### src/design/pbc_defines.vh
// Constants for the panel and bootstrap control block.
// Assumes a 10 MHz system clock and an Avalon-MM master on the register side.
// Function
// Bootstrap writes a jump-to-zero word into location zero.
// Bootstrap stores control word at 00040: count 1023, address 00041.
// Bootstrap pulses channel zero external function with output word 0100.
// Bootstrap arms channel zero buffered input with interrupt on termination.
// After setup, run starts execution at zero, spinning on the self-jump.
// Buffer termination interrupts to 00060 or 00120 by program type.
// Bootstrap runs only after load press-and-release, then a run request.
// Global clear returns all machine status to cleared state.
// In run, program counter advances by one after non-jump, non-skip instructions.
// Clear-arithmetic-control resets all four sequencer flip-flops to zero.
// Sequencer codes: 0000 single, 1000 scale A, 0010 shift, 1010 scale AQ.
// Reverse bits uses 0011, 0111, 1111; multiply uses 1011.
// Division steps 0100,1100,0110,1110,0101,1101,0001; 0001 also negates A.
// Six-bit shift count shown always; per-bit set, whole clear.
// Q, H, Z, I, D are 24 bits with per-bit set, clear, display.
// Memory address register is 14 bits with per-bit set and clear.
// Channel data register is 24 bits, or 30 when wide channels fitted.
// Adder source flagged: transient, accumulator, or accumulator halved.
// Flags show forced low carry and enabled carry circuits separately.
// Multiply/divide use a Q extension bit; divide flags zero remainder.
// Arithmetic control holds four bits, one lit, zero unlit.
// Whole-register clear beats per-bit set in the same cycle.
`ifndef PBC_DEFINES_VH
`define PBC_DEFINES_VH

// ============================================================
// Register byte offsets
`define PBC_OFS_CTRL 6'h00
`define PBC_OFS_NCNT 6'h04
`define PBC_OFS_QREG 6'h08
`define PBC_OFS_HREG 6'h0c
`define PBC_OFS_ZREG 6'h10
`define PBC_OFS_IREG 6'h14
`define PBC_OFS_SREG 6'h18
`define PBC_OFS_DREG 6'h1c
`define PBC_OFS_XREG 6'h20
`define PBC_OFS_ARC 6'h24
`define PBC_OFS_PCNT 6'h28
`define PBC_OFS_FLAGS 6'h2c

// ============================================================
// Control word fields
`define PBC_CTL_MCLR 0
`define PBC_CTL_LOAD 1
`define PBC_CTL_RUN 2
`define PBC_CTL_ACLR 3
`define PBC_CTL_BTYPE 4
`define PBC_CTL_STOP 5
`define PBC_CTL_WIDE 6
`define PBC_REG_CLR 31

// ============================================================
// Bootstrap constants
`define PBC_JMP_OP 10'h2a8
`define PBC_BCW_LOC 14'h0020
`define PBC_BCW_CNT 10'h3ff
`define PBC_BCW_ADR 14'h0021
`define PBC_EF_WORD 24'h000040
`define PBC_VEC_A 14'h0030
`define PBC_VEC_B 14'h0050

// ============================================================
// Arithmetic operation codes written to the sequencer
`define PBC_OP_SINGLE 3'h0
`define PBC_OP_SCALEA 3'h1
`define PBC_OP_SHIFT 3'h2
`define PBC_OP_SCALEAQ 3'h3
`define PBC_OP_REVERSE 3'h4
`define PBC_OP_MULT 3'h5
`define PBC_OP_DIV 3'h6
`define PBC_OP_NEG 3'h7

`endif

### src/design/pbc_core.v
// Maintenance panel register control, arithmetic control sequencer and bootstrap loader.
// Assumes an Avalon-MM master and a channel zero peripheral on asynchronous pins.
//
// Design decisions made here: the Avalon-MM register port and the register offsets.
`timescale 1ns/1ps
`default_nettype none
`include "pbc_defines.vh"

module pbc_core (
	input wire i_sys_clk,
	input wire i_rst_b,
	input wire [5:0] i_avs_address,
	input wire i_avs_read,
	input wire i_avs_write,
	input wire [31:0] i_avs_writedata,
	output reg [31:0] o_avs_readdata,
	output wire o_avs_waitrequest,
	input wire i_instr_done,
	input wire i_instr_jump,
	input wire [13:0] i_jump_addr,
	input wire i_ch0_buf_term,
	output reg o_mem_wr,
	output reg [13:0] o_mem_addr,
	output reg [23:0] o_mem_wdata,
	output reg o_ch0_ext_func,
	output reg [23:0] o_ch0_out,
	output reg o_ch0_buf_in_en,
	output reg o_ch0_monitor,
	output reg o_run,
	output reg [13:0] o_p_count,
	output reg [3:0] o_arith_ctl
);

	// ============================================================
	// Boot states
	localparam BS_IDLE = 3'h0;
	localparam BS_JMP = 3'h1;
	localparam BS_BCW = 3'h2;
	localparam BS_EF = 3'h3;
	localparam BS_ARM = 3'h4;
	localparam BS_WAITRUN = 3'h5;
	localparam BS_SPIN = 3'h6;

	// ============================================================
	// Bus slave: one wait cycle on every access
	// Read data is registered; the wait cycle gives it time to load
	reg ack_ff;
	wire req = i_avs_read | i_avs_write;
	wire wr_go = i_avs_write & ack_ff;
	wire [31:0] wd = i_avs_writedata;
	assign o_avs_waitrequest = req & ~ack_ff;

	always @(posedge i_sys_clk) begin
		if (!i_rst_b) begin
			ack_ff <= 1'b0;
		end else begin
			ack_ff <= req & ~ack_ff;
		end
	end

	// Control strobes act only on the accepting edge
	wire ctl_wr = wr_go & (i_avs_address == `PBC_OFS_CTRL);
	// Master clear resets machine status but not the bus handshake
	wire mclr = ctl_wr & wd[`PBC_CTL_MCLR];

	// ============================================================
	// Panel registers: N, Q, H, Z, I, S, D, X
	// One 30-bit slot per register, so each slice has a single driver
	wire [239:0] pr_flat;
	reg wide_ff;
	wire [29:0] xmask = wide_ff ? 30'h3fffffff : 30'h00ffffff;

	genvar k;
	generate
		for (k = 0; k < 8; k = k + 1) begin : g_preg
			localparam [31:0] OFS_FULL = `PBC_OFS_NCNT + k * 4;
			wire [5:0] ofs = OFS_FULL[5:0];
			// Narrow registers drop their unused upper bits
			wire [29:0] msk = (k == 0) ? 30'h0000003f :
				(k == 5) ? 30'h00003fff :
				(k == 7) ? xmask : 30'h00ffffff;
			wire hit = wr_go & (i_avs_address == ofs);
			reg [29:0] val_ff;

			always @(posedge i_sys_clk) begin
				if (!i_rst_b || mclr) begin
					val_ff <= 30'h0;
				end else if (hit && wd[`PBC_REG_CLR]) begin
					val_ff <= 30'h0;
				end else if (hit) begin
					val_ff <= val_ff | (wd[29:0] & msk);
				end
			end

			assign pr_flat[k * 30 +: 30] = val_ff;
		end
	endgenerate

	// ============================================================
	// Arithmetic control sequencer
	reg [3:0] nxt_arc;
	reg [2:0] op_ff;
	reg [2:0] step_ff;
	reg busy_ff;
	reg qext_ff;
	reg zrem_ff;
	// A new op is refused while one is still stepping
	wire arc_wr = wr_go & (i_avs_address == `PBC_OFS_ARC);
	wire aclr = ctl_wr & wd[`PBC_CTL_ACLR];

	// Step tables; last entry returns to the single-cycle code
	always @* begin
		nxt_arc = 4'h0;
		case (op_ff)
			`PBC_OP_SCALEA: nxt_arc = (step_ff == 3'h0) ? 4'h8 : 4'h0;
			`PBC_OP_SHIFT: nxt_arc = (step_ff == 3'h0) ? 4'h2 : 4'h0;
			`PBC_OP_SCALEAQ: nxt_arc = (step_ff == 3'h0) ? 4'ha : 4'h0;
			`PBC_OP_REVERSE: begin
				case (step_ff)
					3'h0: nxt_arc = 4'h3;
					3'h1: nxt_arc = 4'h7;
					3'h2: nxt_arc = 4'hf;
					default: nxt_arc = 4'h0;
				endcase
			end
			`PBC_OP_MULT: nxt_arc = (step_ff == 3'h0) ? 4'hb : 4'h0;
			`PBC_OP_DIV: begin
				case (step_ff)
					3'h0: nxt_arc = 4'h4;
					3'h1: nxt_arc = 4'hc;
					3'h2: nxt_arc = 4'h6;
					3'h3: nxt_arc = 4'he;
					3'h4: nxt_arc = 4'h5;
					3'h5: nxt_arc = 4'hd;
					3'h6: nxt_arc = 4'h1;
					default: nxt_arc = 4'h0;
				endcase
			end
			`PBC_OP_NEG: nxt_arc = (step_ff == 3'h0) ? 4'h1 : 4'h0;
			default: nxt_arc = 4'h0;
		endcase
	end

	wire in_div = (op_ff == `PBC_OP_DIV) & busy_ff;
	wire in_mul = (op_ff == `PBC_OP_MULT) & busy_ff;

	always @(posedge i_sys_clk) begin
		if (!i_rst_b || mclr || aclr) begin
			o_arith_ctl <= 4'h0;
			op_ff <= `PBC_OP_SINGLE;
			step_ff <= 3'h0;
			busy_ff <= 1'b0;
			qext_ff <= 1'b0;
			zrem_ff <= 1'b0;
		end else if (arc_wr && !busy_ff) begin
			op_ff <= wd[2:0];
			step_ff <= 3'h0;
			busy_ff <= 1'b1;
			zrem_ff <= 1'b0;
		end else if (busy_ff) begin
			o_arith_ctl <= nxt_arc;
			step_ff <= step_ff + 3'h1;
			// Step 0 never ends an op, even for the single-cycle code
			if (nxt_arc == 4'h0 && step_ff != 3'h0) begin
				busy_ff <= 1'b0;
			end
			// Extension bit is set while multiplying or dividing and holds until the next op steps or a clear
			qext_ff <= in_div | in_mul;
			// Q holds the partial remainder during division
			if (in_div && pr_flat[53:30] == 24'h0) begin
				zrem_ff <= 1'b1;
			end
		end
	end

	// Adder path indicators decoded from the sequencer state
	// Divide and multiply gate D; idle and negate gate A
	wire sel_d = in_div | in_mul;
	wire sel_a = ~busy_ff | (op_ff == `PBC_OP_NEG);
	wire halved_accumulator_to_adder_flag = busy_ff &
		((op_ff == `PBC_OP_SCALEA) | (op_ff == `PBC_OP_SCALEAQ));
	wire carry_forced = busy_ff & ((op_ff == `PBC_OP_NEG) | in_div);
	wire carry_enable = in_div | in_mul | carry_forced;
	wire quotient_extension_bit = qext_ff;
	wire zero_remainder_flag = zrem_ff;

	// ============================================================
	// Channel zero termination pin synchroniser
	// Only the second stage and its delayed copy feed logic; the first may be metastable
	reg term_s1_ff;
	reg term_s2_ff;
	reg term_d_ff;
	always @(posedge i_sys_clk) begin
		if (!i_rst_b) begin
			term_s1_ff <= 1'b0;
			term_s2_ff <= 1'b0;
			term_d_ff <= 1'b0;
		end else begin
			term_s1_ff <= i_ch0_buf_term;
			term_s2_ff <= term_s1_ff;
			term_d_ff <= term_s2_ff;
		end
	end
	wire term_rise = term_s2_ff & ~term_d_ff;
	// A termination that lands before run is pressed must not be lost
	reg term_pend_ff;
	wire term_hit = term_rise | term_pend_ff;

	// ============================================================
	// Panel push-buttons
	reg load_hold_ff;
	reg load_armed_ff;
	reg btype_ff;
	wire load_bit = wd[`PBC_CTL_LOAD];
	wire run_req = ctl_wr & wd[`PBC_CTL_RUN];
	wire stop_req = ctl_wr & wd[`PBC_CTL_STOP];
	reg [2:0] bs_ff;

	always @(posedge i_sys_clk) begin
		if (!i_rst_b || mclr) begin
			load_hold_ff <= 1'b0;
			load_armed_ff <= 1'b0;
			btype_ff <= 1'b0;
			wide_ff <= 1'b0;
		end else begin
			// Press is a write with the load bit set, release one with it clear
			// Every control write rewrites type and width; software keeps them
			if (ctl_wr) begin
				load_hold_ff <= load_bit;
				btype_ff <= wd[`PBC_CTL_BTYPE];
				wide_ff <= wd[`PBC_CTL_WIDE];
			end
			// Latch only on release so a held button cannot retrigger
			if (ctl_wr && load_hold_ff && !load_bit) begin
				load_armed_ff <= 1'b1;
			end else if (bs_ff != BS_IDLE) begin
				load_armed_ff <= 1'b0;
			end
		end
	end

	// ============================================================
	// Bootstrap sequence and program counter
	// Boot steps run one per clock, then wait for the second run request
	always @(posedge i_sys_clk) begin
		if (!i_rst_b || mclr) begin
			bs_ff <= BS_IDLE;
			o_mem_wr <= 1'b0;
			o_mem_addr <= 14'h0;
			o_mem_wdata <= 24'h0;
			o_ch0_ext_func <= 1'b0;
			o_ch0_out <= 24'h0;
			o_ch0_buf_in_en <= 1'b0;
			o_ch0_monitor <= 1'b0;
			o_run <= 1'b0;
			o_p_count <= 14'h0;
			term_pend_ff <= 1'b0;
		end else begin
			o_mem_wr <= 1'b0;
			o_ch0_ext_func <= 1'b0;
			if (term_rise && o_ch0_monitor && bs_ff != BS_SPIN) begin
				term_pend_ff <= 1'b1;
			end
			case (bs_ff)
				BS_IDLE: begin
					if (run_req && load_armed_ff && !o_run) begin
						bs_ff <= BS_JMP;
					end else if (run_req) begin
						o_run <= 1'b1;
					end else if (stop_req) begin
						o_run <= 1'b0;
					end
				end
				BS_JMP: begin
					o_mem_wr <= 1'b1;
					o_mem_addr <= 14'h0;
					o_mem_wdata <= {`PBC_JMP_OP, 14'h0};
					bs_ff <= BS_BCW;
				end
				BS_BCW: begin
					o_mem_wr <= 1'b1;
					o_mem_addr <= `PBC_BCW_LOC;
					o_mem_wdata <= {`PBC_BCW_CNT, `PBC_BCW_ADR};
					bs_ff <= BS_EF;
				end
				BS_EF: begin
					// Output word stays on the lines after the pulse
					o_ch0_ext_func <= 1'b1;
					o_ch0_out <= `PBC_EF_WORD;
					bs_ff <= BS_ARM;
				end
				BS_ARM: begin
					o_ch0_buf_in_en <= 1'b1;
					o_ch0_monitor <= 1'b1;
					bs_ff <= BS_WAITRUN;
				end
				BS_WAITRUN: begin
					if (run_req) begin
						o_run <= 1'b1;
						o_p_count <= 14'h0;
						bs_ff <= BS_SPIN;
					end
				end
				BS_SPIN: begin
					// Self-jump holds P at zero until the channel interrupt
					if (term_hit && o_ch0_monitor) begin
						term_pend_ff <= 1'b0;
						o_p_count <= btype_ff ? `PBC_VEC_B : `PBC_VEC_A;
						o_ch0_buf_in_en <= 1'b0;
						o_ch0_monitor <= 1'b0;
						bs_ff <= BS_IDLE;
					end else if (stop_req) begin
						o_run <= 1'b0;
					end else if (run_req) begin
						o_run <= 1'b1;
					end
				end
				default: bs_ff <= BS_IDLE;
			endcase
			// Jumps and skips supply their own target
			if (o_run && bs_ff == BS_IDLE && i_instr_done) begin
				if (i_instr_jump) begin
					o_p_count <= i_jump_addr;
				end else begin
					o_p_count <= o_p_count + 14'h1;
				end
			end
			if (bs_ff == BS_IDLE && !o_run && ctl_wr && !run_req &&
				i_avs_address == `PBC_OFS_CTRL) begin
				o_p_count <= o_p_count;
			end
			// P may only be set from the panel while stopped
			if (wr_go && i_avs_address == `PBC_OFS_PCNT && !o_run) begin
				o_p_count <= wd[13:0];
			end
		end
	end

	// ============================================================
	// Read mux
	// Captured at the request edge; readdata then stands until the next read
	// X shows only the fitted width after a width change
	reg [31:0] rd_val;
	always @* begin
		rd_val = 32'h0;
		case (i_avs_address)
			`PBC_OFS_CTRL: rd_val = {21'h0, o_ch0_monitor, o_ch0_buf_in_en, bs_ff,
				load_armed_ff, wide_ff, btype_ff, o_run, busy_ff};
			`PBC_OFS_NCNT: rd_val = {2'h0, pr_flat[29:0]};
			`PBC_OFS_QREG: rd_val = {2'h0, pr_flat[59:30]};
			`PBC_OFS_HREG: rd_val = {2'h0, pr_flat[89:60]};
			`PBC_OFS_ZREG: rd_val = {2'h0, pr_flat[119:90]};
			`PBC_OFS_IREG: rd_val = {2'h0, pr_flat[149:120]};
			`PBC_OFS_SREG: rd_val = {2'h0, pr_flat[179:150]};
			`PBC_OFS_DREG: rd_val = {2'h0, pr_flat[209:180]};
			`PBC_OFS_XREG: rd_val = {2'h0, pr_flat[239:210] & xmask};
			`PBC_OFS_ARC: rd_val = {28'h0, o_arith_ctl};
			`PBC_OFS_PCNT: rd_val = {18'h0, o_p_count};
			`PBC_OFS_FLAGS: rd_val = {25'h0, zero_remainder_flag, quotient_extension_bit,
				carry_enable, carry_forced, halved_accumulator_to_adder_flag, sel_a, sel_d};
			default: rd_val = 32'h0;
		endcase
	end

	always @(posedge i_sys_clk) begin
		if (!i_rst_b) begin
			o_avs_readdata <= 32'h0;
		end else if (i_avs_read && !ack_ff) begin
			o_avs_readdata <= rd_val;
		end
	end

endmodule
`default_nettype wire

### config.mk
export PLATFORM = sky130hd
export DESIGN_NAME = pbc_core
export DESIGN_NICKNAME = d
export VERILOG_FILES = /design/src/design/pbc_core.v
export VERILOG_INCLUDE_DIRS = /design/src /design/src/design
export SDC_FILE = /design/constraint.sdc
export NUM_CORES = 1
export LEC_CHECK = 0
export ABC_AREA = 1
export ABC_CLOCK_PERIOD_IN_PS = 2000
export BUFFER_PORTS_ARGS = -buffer_cell sky130_fd_sc_hd__buf_2
export CORE_MARGIN = 1
export CORE_UTILIZATION = 36
export DETAILED_ROUTE_END_ITERATION = 10
export PLACE_DENSITY = 0.59
export SETUP_SLACK_MARGIN = 0.1
export SLEW_MARGIN = 20
export SYNTH_ARGS = -nofsm -noshare
export SYNTH_HDL_FRONTEND = slang
export SYNTH_SLANG_ARGS = --single-unit
export TNS_END_PERCENT = 10
### constraint.sdc
create_clock -name i_sys_clk -period 2 [get_ports i_sys_clk]
set_input_delay 0.2 -clock i_sys_clk [delete_from_list [all_inputs] [get_ports i_sys_clk]]
set_output_delay 0.2 -clock i_sys_clk [all_outputs]
set_load 0.005 [all_outputs]
[Word level (Yosys, flattened, before mapping)]
Index checks and enable logic that the tools add are counted.
Word-level totals
  input bits: 59
  output and inout port bits: 118
  bits in writable memories: 0
  register bits after elaboration: 354
  word-level logic and storage cells: 223
  bits in latches: 0
  memories kept: 0
  memory bits (read-only): 0
Operators by class
  reduce and logical (&&, ||, !) cells: 63
  multiply operators: 0
  mux-type cells: 43
  magnitude comparators: 0
  shift operators: 0
  equal/unequal tests: 40
  $add $sub $neg: 2
  divide/modulo/power cells: 0
  bitwise operators: 42
Operators with widths (count)
  30-bit one-hot mux with 12 select lines: 1
  30-bit by 24-bit bitwise OR with 30-bit output: 5
  14-bit 2-to-1 mux: 6
  30-bit AND: 2
  14-bit one-hot mux with 2 select lines: 2
  4-bit one-hot mux with 7 select lines: 2
  24-bit one-hot mux with 2 select lines: 1
  3-bit equality test, second input constant: 10
  30-bit 2-to-1 mux: 1
  30-bit by 14-bit bitwise OR with 30-bit output: 1
  30-bit bitwise OR: 1
  30-bit by 6-bit bitwise OR with 30-bit output: 1
  1-bit logical AND: 27
  6-bit by 5-bit equality test with 1-bit output, second input constant: 4
  6-bit equality test, second input constant: 4
  24-bit zero test: 1
  1-bit AND: 21
  3-bit one-hot mux with 7 select lines: 1
  2-bit OR reduction: 10
  3-bit by 2-bit equality test with 1-bit output, second input constant: 6
  1-bit 2-to-1 mux: 18
  14-bit by 1-bit adder with 14-bit output, second input constant: 1
  6-bit by 4-bit equality test with 1-bit output, second input constant: 2
  4-bit 2-to-1 mux: 3
  other kinds (26): 59

[Longest topological paths before layout]
  depth after elaboration: 9
  depth in mapped cells: 11
  depth with buffers taken out: 11

[Worst setup path before layout]
Ideal clock, no wire load.
  path type: flip-flop to flip-flop
  start: register bs_ff[0]
  end: register o_p_count[10]
  library setup time: 0.113 ns
  data arrival time: 1.533 ns
  setup slack: 0.354 ns
  period minus slack after synthesis: 1.646 ns
  cell stages (with the launch flop): 10
  path buffers: 1
  required time: 1.887 ns
  cells stage by stage: dfxtp_1 > inv_1 > nand2_1 > nor2_1 > nand3_2 > nand4_1 > nand3_2 > clkbuf_1 > nor2_1 > nor2_1
On the way
  word-level cells in the longest chain between the ends: 7
  elaborated cells on any way between the ends: 18
  those cells by class: 5 x eq/ne; 4 x mux; 9 x reduce/logical
Ends and longest elaborated chain
  from (decl): line pbc_core.v:217  | reg [2:0] bs_ff;
  from (signal assigned): line pbc_core.v:247  | bs_ff <= BS_IDLE;
  from (signal assigned): line pbc_core.v:267  | bs_ff <= BS_JMP;
  from (signal assigned): line pbc_core.v:278  | bs_ff <= BS_BCW;
  3-bit zero test: line pbc_core.v:321, pbc_core.v:328
  1-bit logical AND (3 in series): line pbc_core.v:328  | if (bs_ff == BS_IDLE && !o_run && ctl_wr && !run_req &&
  1-bit logical AND (no line)
  2-bit by 1-bit != test with 1-bit output (no line)
  4-bit AND reduction (no line)
  to (signal assigned): line pbc_core.v:325  | o_p_count <= o_p_count + 14'h1;
  to (signal assigned): line pbc_core.v:330  | o_p_count <= o_p_count;
  to (signal assigned): line pbc_core.v:334  | o_p_count <= wd[13:0];
  to (decl): line pbc_core.v:30  | output reg [13:0] o_p_count,
Several ways; a longest one is shown, not always the timed one. The select of a mux whose other input is x is not followed.
A chain may end at the register's enable or synchronous reset.

[Worst setup path in the final report]
  start: register ack_ff
  end: register g_preg[7].val_ff[29]
On the way
  word-level cells in the longest chain between the ends: 5
  elaborated cells on any way between the ends: 7
  those cells by class: 4 x bitwise; 3 x reduce/logical
Ends and longest elaborated chain
  from (decl): line pbc_core.v:47  | reg ack_ff;
  from (signal assigned): line pbc_core.v:57  | ack_ff <= req & ~ack_ff;
  1-bit AND (*): line pbc_core.v:49  | wire wr_go = i_avs_write & ack_ff;
  1-bit AND: line pbc_core.v:62  | wire ctl_wr = wr_go & (i_avs_address == `PBC_OFS_CTRL);
  1-bit AND: line pbc_core.v:64  | wire mclr = ctl_wr & wd[`PBC_CTL_MCLR];
  1-bit logical OR: line pbc_core.v:86  | if (!i_rst_b || mclr) begin
  2-bit OR reduction (no line)
  to (signal assigned): line pbc_core.v:91  | val_ff <= val_ff | (wd[29:0] & msk);
  to (decl): line pbc_core.v:83  | reg [29:0] val_ff;
Every way passes the cells marked *; elsewhere a longest branch is shown, timed or not.

==> metrics.txt <==
status finished, final reports clean; Post-synth EDFFs 0; M2 GR Usage 36.1%; final setup fails 0; Worst Reg-to-Reg Cells 8; CP max stage delay 400 ps; die area 0.0337 mm2; Worst EP required 2410 ps; M3 GR Usage 2.42%; period utilization 90.9%; R2R Path Start ack_ff$_SDFF_PN0_; WHS 23.4 ps; clk root buf clkbuf_16; Syn-to-layout area delta 18.8%; first-pass GRT wire length 57500 um; final WL 36700 um; Worst R2R End g_preg[7].val_ff[29]$_SDFFE_PP0P_; DRC viols 0; Antenna Nets Post-Route 0; post-synth top area share 41.5%; RSZ-0062 raised after global routing yes; Die Y-Extent 184 um; VDD IR max 0.567 mV; H-tree depth 1; starting density of the core 36.6%; port buffer count 125; Core ar. 0.0325 mm2; clk slew on worst S/H paths 60 ps; ratio of cells with drive above 1 in the final layout 14.1%; Post-Synthesis Cells 1777; Fin Clk Skew 9.20 ps; Vias 11500; total CTS buffers 27; total negative slack 0 ps; antenna violations before repair 0; setup ws final 182 ps; crit path cell chain nand2_2 -> inv_2 -> nand2_2 -> o21ai_4 -> inv_2 -> buf_4 -> nand2_4 -> a21oi_1; post-place setup slack 39.7 ps; Distinct cells, synth 38; critical path startpoint ack_ff$_SDFF_PN0_; GRT Resource Usage Total 21.7%; vias per cell 4.80; CP Capture Point g_preg[7].val_ff[29]$_SDFFE_PP0P_; global route overflow 0; largest net degree at the start of global routing 36; CP Class flip-flop to flip-flop; Peak Freq 0.550 GHz; post-layout util 43.4%; Pwr Total 11.2 mW; slowest stage cell, crit path dfxtp_1; min Tclk post-route 1820 ps; Worst slew margin 35.3%; GP Congestion 0.905; Yosys top cell by area dfxtp_1; reg-to-reg slack, setup 180 ps; DR pass1 iterations 5; Hold Path Class primary input to flip-flop; busiest layer in global routing met2; Clock Path Buffers 3; Synth Flop Type dfxtp_1; asr flop ratio synth 0%; maximum capacitance violations 0; Ys Warns 0; Antenna diodes 0; global routing usage on met1 29.2%; Die Wd 184 um; initial DRC count 882; vias in the first global route 10600; clock sink count 246; Cell Pwr Density 794 mW/mm2; Final Hold Viols 0; CTS tree yes; number of placement rows 66; crit path capture type flip-flop; CP Max Fanout 30; clk_lat worst skew 550 ps; Worst EP arrival 2230 ps; number of synthesized register bits 246; Synth area leaders dfxtp_1, nand2_1, a21oi_1; register area share after synthesis 41.5%; cell leakage power 5.70 nW; Final #Nets 1993; Avg Cell Area, Syn 6.68 um2; startpoint types flip-flop; Slew Viols, Final 0; synthesized area 0.0119 mm2; Detailed Place HPWL 26100 um; IO Pins 177; WL per Instance 15.4 um; Slew @ Worst Pin 970 ps
flip-flops by register name (all words and copies together), names as in the netlist, 2 cells and up:
name,flops
bs_ff,3
g_preg.val_ff,170
o_arith_ctl,4
o_avs_readdata,30
o_mem_wdata,2
o_p_count,14
op_ff,3
step_ff,3
critical path, delay by kind of cell, from the launching register on:
family / cells / cell delay (ps)
buffers and inverters: 3 / 470
and+or+nand+nor: 3 / 570
DFF: 1 / 400
AOI/OAI and AO/OA: 2 / 230
per-stage QoR:
step                      cells  instance area [um2]
after floorplan            1826                12100
after global placement     2321                12900
after detailed placement   2321                12900
after CTS                  2390                14100
after global routing       2390                14100
final                      2390                14100
power breakdown:
| group | internal [mW] | switching, mW | total (mW) |
|---|---|---|---|
| Combinational | 0.301 | 0.593 | 0.894 |
| Clock | 3.17 | 2.09 | 5.27 |
| Sequential | 4.96 | 0.0724 | 5.03 |
| Total | 8.43 | 2.76 | 11.2 |
Yosys cell counts, types with 4 or more instances:
cell / instances
buf_6: 6
nand3_2: 4
clkbuf_2: 7
nor3_1: 23
o22ai_1: 15
nand2_2: 6
ha_1: 5
inv_1: 235
nor2_4: 7
a21oi_1: 225
buf_4: 67
buf_2: 30
nand2_1: 467
o21ai_0: 51
nand3_1: 88
clkbuf_1: 33
nor2_1: 203
nand4_1: 33
dfxtp_1: 246
layout make-up:
cell class / instances / area [um2]
Fill cell: 3417 / 18400
Tap cell: 442 / 553
Inverter: 239 / 900
Clock inverter: 11 / 164
Timing Repair Buffer: 217 / 1430
Sequential cell: 246 / 4920
Clock buffer: 37 / 763
Multi-Input combinational cell: 1198 / 5360
cells in the final DEF, fill, tap and decap left out, drive strengths merged, types with 2 or more instances in the layout:
master / n
bufinv: 4
o21ai: 53
nor2: 213
nor3: 23
clkbuf: 37
clkinv: 4
or2: 2
a21oi: 225
inv: 240
conb: 50
ha: 5
nand3b: 2
nand4: 33
clkinvlp: 2
dlygate4sd3: 21
o22ai: 15
buf: 196
nand2: 475
dfxtp: 246
nand3: 92
metal layers:
metal | part of all wire [%] | up-vias | wire length, um
met3 | 5.7 | 61 | 2100
met4 | 2.6 | 0 | 948
li1 | - | 5779 | -
met5 | 0 | - | 0
met1 | 46 | 5302 | 16900
met2 | 46 | 334 | 16800
what timing repair did:
action	CTS	global route
gates resized for setup	0	2
hold endpoints to repair	70	0
setup endpoints to repair	0	25
setup buffers	0	0
hold buffers	21	0
logic make-up (layout without fill, tap and decap cells):
| kind of cell | after synthesis | in the layout | synth area share [%] |
|---|---|---|---|
| AO/OA/AOI/OAI | 300 | 300 | 13.3 |
| XOR/XNOR | 1 | 1 | 0.0738 |
| adder cells (fa/ha/maj) | 5 | 5 | 0.527 |
| buffers and inverters | 382 | 504 | 15.0 |
| flip-flops | 246 | 246 | 41.5 |
| other | 1 | 50 | 0.0316 |
| AND/OR/NAND/NOR | 842 | 842 | 29.6 |
worst min path at each step:
stage                             from  slack, ps  depth (start not counted)                                to
finish              i_avs_writedata[8]         20                          3  g_preg[1].val_ff[8]$_SDFFE_PP0P_
global route        i_avs_writedata[8]         20                          3  g_preg[2].val_ff[8]$_SDFFE_PP0P_
CTS                 i_avs_writedata[8]        0.8                          3  g_preg[7].val_ff[8]$_SDFFE_PP0P_
detailed placement      i_ch0_buf_term        390                          3             term_s1_ff$_SDFF_PN0_
global placement        i_ch0_buf_term        380                          3             term_s1_ff$_SDFF_PN0_
floorplan                      i_rst_b        290                          2              term_d_ff$_SDFF_PN0_
Note: power is estimated with default switching activity, not from simulation.
